File: src/common/dac_enable_pkg.sv
// package: register map, field positions and types for the converter enable block
package dac_enable_pkg;
  // register index as printed; the byte address is four times this
  localparam logic [19:0] dac_control_index = 20'hFFF9E;
  localparam logic [21:0] dac_control_addr = {dac_control_index, 2'b00};
  localparam int ch1_oe_bit = 7;
  localparam int ch0_oe_bit = 6;
  localparam int shared_en_bit = 5;
  localparam logic [2:0] enables_reset = 3'h0;
  localparam logic [4:0] unused_read = 5'h1F;
  localparam logic [7:0] reg_write_mask = 8'hE0;

  typedef struct packed {
    logic ch1_output_enable;
    logic ch0_output_enable;
    logic shared_conversion_enable;
  } dac_control_t;

  typedef struct packed {
    logic conv_en_ch0;
    logic conv_en_ch1;
    logic analog_out_ch0;
    logic analog_out_ch1;
  } dac_enables_t;
endpackage

File: src/core/dac_enable_control.sv
// design: converter enable control register with a wishbone slave port
//
// Overview of operation
// - with both output enables clear, both channels stay off regardless of shared bit
// - only channel-0 enable set, shared clear: channel 0 converts, channel 1 off
// - only channel-1 enable set, shared clear: channel 1 converts, channel 0 off
// - both enables set, or one set with shared bit set: both channels convert
// - channel-0 enable drives channel-0 conversion and its analog output
// - channel-1 enable drives channel-1 conversion and its analog output
//
// The Wishbone register port was chosen for this implementation.
`timescale 1ns/1ps
`default_nettype none
module dac_enable_control #(
  parameter int addr_width = 24
) (
  input wire logic core_clk,
  input wire logic arst_n,
  input wire logic [addr_width-1:0] wb_adr_i,
  input wire logic [31:0] wb_dat_i,
  input wire logic [3:0] wb_sel_i,
  input wire logic wb_we_i,
  input wire logic wb_cyc_i,
  input wire logic wb_stb_i,
  output logic [31:0] wb_dat_o,
  output logic wb_ack_o,
  output logic conv_en_ch0,
  output logic conv_en_ch1,
  output logic analog_out_ch0,
  output logic analog_out_ch1
);
  initial begin
    if (addr_width < 22 || addr_width > 32) begin
      $error("addr_width must cover the register address");
    end
  end

  logic rst_meta_reg;
  logic rst_sync_n_reg;
  always_ff @(posedge core_clk or negedge arst_n) begin
    if (!arst_n) begin
      rst_meta_reg <= 1'b0;
      rst_sync_n_reg <= 1'b0;
    end else begin
      rst_meta_reg <= 1'b1;
      rst_sync_n_reg <= rst_meta_reg;
    end
  end

  function automatic dac_enable_pkg::dac_enables_t decode_enables(
    input dac_enable_pkg::dac_control_t c);
    dac_enable_pkg::dac_enables_t e;
    logic any_oe;
    any_oe = c.ch0_output_enable | c.ch1_output_enable;
    // either enable plus shared bit turns on both converters
    e.conv_en_ch0 = c.ch0_output_enable |
                    (any_oe & c.shared_conversion_enable);
    e.conv_en_ch1 = c.ch1_output_enable |
                    (any_oe & c.shared_conversion_enable);
    e.analog_out_ch0 = c.ch0_output_enable;
    e.analog_out_ch1 = c.ch1_output_enable;
    return e;
  endfunction

  dac_enable_pkg::dac_control_t ctrl_reg;
  dac_enable_pkg::dac_control_t ctrl_next;
  dac_enable_pkg::dac_enables_t en_reg;
  dac_enable_pkg::dac_enables_t en_next;
  logic ack_reg;
  logic ack_next;
  logic [31:0] dat_reg;
  logic [31:0] dat_next;
  logic hit;
  logic req;

  always_comb begin
    req = wb_cyc_i & wb_stb_i & ~ack_reg;
    hit = wb_adr_i[21:2] == dac_enable_pkg::dac_control_index;
    ctrl_next = ctrl_reg;
    ack_next = req;
    dat_next = 32'h0000_0000;
    if (req && hit && wb_we_i && wb_sel_i[0]) begin
      // low bits of the write are dropped by taking only bits 7:5
      ctrl_next = dac_enable_pkg::dac_control_t'(
        wb_dat_i[7:5] & dac_enable_pkg::reg_write_mask[7:5]);
    end
    if (req && hit && !wb_we_i) begin
      dat_next = {24'h00_0000, ctrl_reg,
                  dac_enable_pkg::unused_read};
    end
    en_next = decode_enables(ctrl_reg);
  end

  always_ff @(posedge core_clk or negedge rst_sync_n_reg) begin
    if (!rst_sync_n_reg) begin
      ctrl_reg <= dac_enable_pkg::dac_control_t'(
        dac_enable_pkg::enables_reset);
      en_reg <= '0;
      ack_reg <= 1'b0;
      dat_reg <= 32'h0000_0000;
    end else begin
      ctrl_reg <= ctrl_next;
      en_reg <= en_next;
      ack_reg <= ack_next;
      dat_reg <= dat_next;
    end
  end

  assign wb_ack_o = ack_reg;
  assign wb_dat_o = dat_reg;
  assign conv_en_ch0 = en_reg.conv_en_ch0;
  assign conv_en_ch1 = en_reg.conv_en_ch1;
  assign analog_out_ch0 = en_reg.analog_out_ch0;
  assign analog_out_ch1 = en_reg.analog_out_ch1;
endmodule // dac_enable_control
`default_nettype wire

File: config.mk
export PLATFORM = sky130hd
export DESIGN_NAME = dac_enable_control
export DESIGN_NICKNAME = d
export VERILOG_FILES = /design/src/common/dac_enable_pkg.sv /design/src/core/dac_enable_control.sv
export SDC_FILE = /design/constraint.sdc
export NUM_CORES = 1
export LEC_CHECK = 0
export BUFFER_PORTS_ARGS = -buffer_cell sky130_fd_sc_hd__buf_2
export CAP_MARGIN = 20
export CORE_MARGIN = 3
export CORE_UTILIZATION = 33
export CTS_CLUSTER_SIZE = 25
export DETAILED_ROUTE_END_ITERATION = 8
export PLACE_DENSITY = 0.88
export SETUP_SLACK_MARGIN = 0.3
export SYNTH_ARGS = -nofsm -noshare
export SYNTH_HDL_FRONTEND = slang
export SYNTH_SLANG_ARGS = --single-unit
export TNS_END_PERCENT = 30
File: constraint.sdc
create_clock -name core_clk -period 0.85 [get_ports core_clk]
set_input_delay 0.085 -clock core_clk [delete_from_list [all_inputs] [get_ports core_clk]]
set_output_delay 0.085 -clock core_clk [all_outputs]
set_load 0.05 [all_outputs]
Word level (Yosys, flattened, before mapping) --
Cells that the tools add are included.
Storage, ports and cells: register bits after elaboration 18, word-level logic and storage cells 25, input bits 65, output and inout bits 37
Operators by class: multiplexer cells 1, equal/unequal tests 1, bitwise operators 7, reduce and logical (&&, ||, !) cells 5
Operator list (number):
- equality test 20 bit, second input constant | 1
- two-way mux 8 bit | 1
- logical AND 1 bit | 4
- bitwise AND 1 bit | 3
- OR 1 bit | 3
- logical NOT 1 bit | 1
- NOT 1 bit | 1

Longest topological paths before layout --
word-level depth 5, depth in mapped cells 4, depth with buffers taken out 4

Worst setup path after synthesis --
No wires, ideal clock.
path kind flip-flop to flip-flop, start register ack_reg (netlist: wb_ack_o), end register ctrl_reg[0] (netlist name), arrival 1555 ps, stages on the path, launching flop included 5, period minus slack after synthesis 1683 ps, required time 722 ps, path buffers 0, setup time 128 ps, setup slack -833 ps, path through dfrtp_1 nand3b_4 nor4_4 nand4_2 mux2_1
Between the ends: cells in the longest elaborated chain, start to end 5
Ends and longest elaborated chain:
- from (decl) | RTL line dac_enable_control.sv:69 | logic ack_reg;
- from (signal assigned) | RTL line dac_enable_control.sv:104 | ack_reg <= ack_next;
- NOT 1 bit | RTL line dac_enable_control.sv:77 | req = wb_cyc_i & wb_stb_i & ~ack_reg;
- bitwise AND 1 bit | RTL line dac_enable_control.sv:77
- logical AND 1 bit (3 in a row) | RTL line dac_enable_control.sv:82 | if (req && hit && wb_we_i && wb_sel_i[0]) begin
- to (signal assigned) | RTL line dac_enable_control.sv:96 | ctrl_reg <= dac_enable_pkg::dac_control_t'(
- to (signal assigned) | RTL line dac_enable_control.sv:102 | ctrl_reg <= ctrl_next;
- to (decl) | RTL line dac_enable_control.sv:65 | dac_enable_pkg::dac_control_t ctrl_reg;
Every way passes these cells. A chain may end at the register's enable or synchronous reset.

Final worst setup path --
start register ack_reg (netlist: wb_ack_o), end register ctrl_reg[2] (netlist name)
Same word-level chain as after synthesis.

==> run summary <==
most frequent cells in the layout = buf_2 (29), conb_1 (25), buf_6 (12)
Clock Tree Buf Depth = 2
CTS tree = done
Synth Instances = 67
Die Footprint = 0.002887 mm2
I/O Pins = 102
DP HPWL = 1.233 mm
max reg flops = 4
MaxCap Viol Count = 0
DRC viols = 0
layout cells sized above 1 = 0.5357
Final nets = 178
final instance count without filler cells = 139
# H-tree levels = 1
# diodes = 0
Worst-Skew Late Latency = 0.27 ns
critical path launch point type = flop
Clock Skew = 0.006902 ns
dpl cell area = 875.8 um2
final setup vio count = 21
max incr delay on CP = 0.40 ns
crit path DAT = 1.52 ns
failing checks = negative setup slack
FF+latch count, synth = 14
Placer Congestion = 0.6267
crit end category = flop
post-synthesis cell type count = 14
Synth Cell Area = 752.0 um2
initial antenna violation count = 0
crit-path max FO = 3
drt pass-1 iters = 3
status = finished, violations left
largest net degree at the start of global routing = 13
worst min-delay path category = in -> reg
vias in the first global route = 477
Hold Violations, Final = 0
global-route wire length before repair = 1.883 mm
Tmin final = 1.362 ns
Placed Cells = 131
GRT overflow = 0
Final Max Slew Viols = 0
num rows = 16
die width = 53.74 um
clock root buffer = clkbuf_4
clock tree sinks = 14
total CTS buffers = 3
Vias = 526
commonest non-fill, non-tap cell in the layout = buf_2
wire per inst = 10.33 um
sequential area share after synthesis = 0.4659
DR iter-0 viols = 2
Final Cycle Share = 1.603
area grow syn2layout = 35.44%
kind of critical path = reg -> reg
min setup slack post-route = -0.5123 ns
setup TNS = -4.033 ns
Finished Cell Area = 0.001018 mm2
maximum achievable frequency = 734.1 MHz
Worst EP required = 1.01 ns
critical path's slowest cell = dfrtp_2
CP cell instances = nand3b_4 -> nor4_4 -> nand4_2 -> mux2_1
power per cell area = 1370 mW/mm2
Antenna Nets Post-Route = 0
Yosys top cell by area = dfrtp_1
worst vdd ir = 639.1 uV
GRT Util Overall = 0.09507
port bufs = 41
leakage power = 0.5834 nW
synth warn = 0
RSZ-0062 raised after global routing = true
Synth Area per Inst = 11.22 um2
post-DR vias/cell = 3.784
post-synth top area share = 0.4659
Initial Util = 0.3647
Worst-path clk slew = 0.08 ns
Synth area leaders = dfrtp_1 (47%), buf_4 (28%), mux2_1 (4.5%)
Routed WL = 1.436 mm
area of the core = 0.002062 mm2
die height = 53.74 um
==> logic make-up (layout without fill, tap and decap cells) <==
family / after synthesis / count (layout) / synth area share
buf+inv: 33 / 55 / 0.3045
simple gates: 13 / 13 / 0.1614
compound gates: 2 / 2 / 0.01331
mux: 3 / 3 / 0.04492
flops: 14 / 14 / 0.4659
other cells: 2 / 25 / 0.009987
==> metal layers <==
layer,track usage,wire length (um)
met5,0,0
met4,0.05957,42
met3,0.03324,164
met2,0.1915,864
met1,0.07350,365
==> timing repair <==
| item | CTS | global route |
|---|---|---|
| pin swaps | 1 | 4 |
| gates resized for setup | 21 | 12 |
| hold buffers | 1 | 0 |
| setup endpoints to repair | 23 | 35 |
| buffers inserted | 2 | 1 |
| endpoints found under the hold margin | 2 | 0 |
==> worst paths after layout <==
kind	from	endpoint	slack, ns	cells after the start
worst max-delay path	wb_ack_o	ctrl_reg[2]	-0.51	4
worst min-delay path	wb_dat_i[5]	ctrl_reg[0]	0.02	2
worst max register to register	wb_ack_o	ctrl_reg[2]	-0.51	4
worst min register to register	rst_sync_n_reg	analog_out_ch1	0.12	0
max in group asynchronous	rst_sync_n_reg	wb_ack_o	0.51	0
min in group asynchronous	rst_sync_n_reg	analog_out_ch1	0.12	0
==> Yosys cell counts <==
cell and number:
dfrtp_1 14, mux2_1 3, nand4_2 2, nor4_4 1
inv_1 5, nand3b_4 1, nand4_1 2, nand4bb_1 1
nand4b_1 1, buf_4 28, o21ai_0 2, conb_1 2
nor2_1 4, nand3b_1 1
==> final cells by class <==
class                           count  area [um2]
Clock buffer                        4       26.28
Inverter                            5       18.77
Timing Repair Buffer               46       320.3
Tap cell                           27       33.78
Multi-Input combinational cell     43       265.3
Fill cell                         205        1044
Sequential cell                    14       354.1
==> power breakdown <==
group	switching [mW]	total (mW)	internal, mW
registers	0.0112	0.685	0.674
logic	0.276	0.343	0.0671
clock network	0.185	0.366	0.182
==> critical path: cells and delay by family (launching register included) <==
family | cells | cell delay, ns
flip-flops | 1 | 0.40
multiplexers | 1 | 0.35
AND/OR/NAND/NOR | 3 | 0.50
==> per-stage QoR <==
stage | power (mW) | setup slack, ns | utilization | hold slack, ns
2_1_floorplan | 1.040 | -0.5954 | - | -0.2106
3_3_place_gp | 1.023 | -0.4600 | 0.4248 | -0.1286
3_5_place_dp | 1.029 | -0.5275 | 0.4248 | -0.1265
4_1_cts | 1.404 | -0.5204 | 0.4769 | 0.01648
5_1_grt | 1.467 | -0.5904 | 0.4939 | 0.02145
6_report | 1.395 | -0.5123 | 0.4939 | 0.01872
Power figures use the tool's default switching activity.
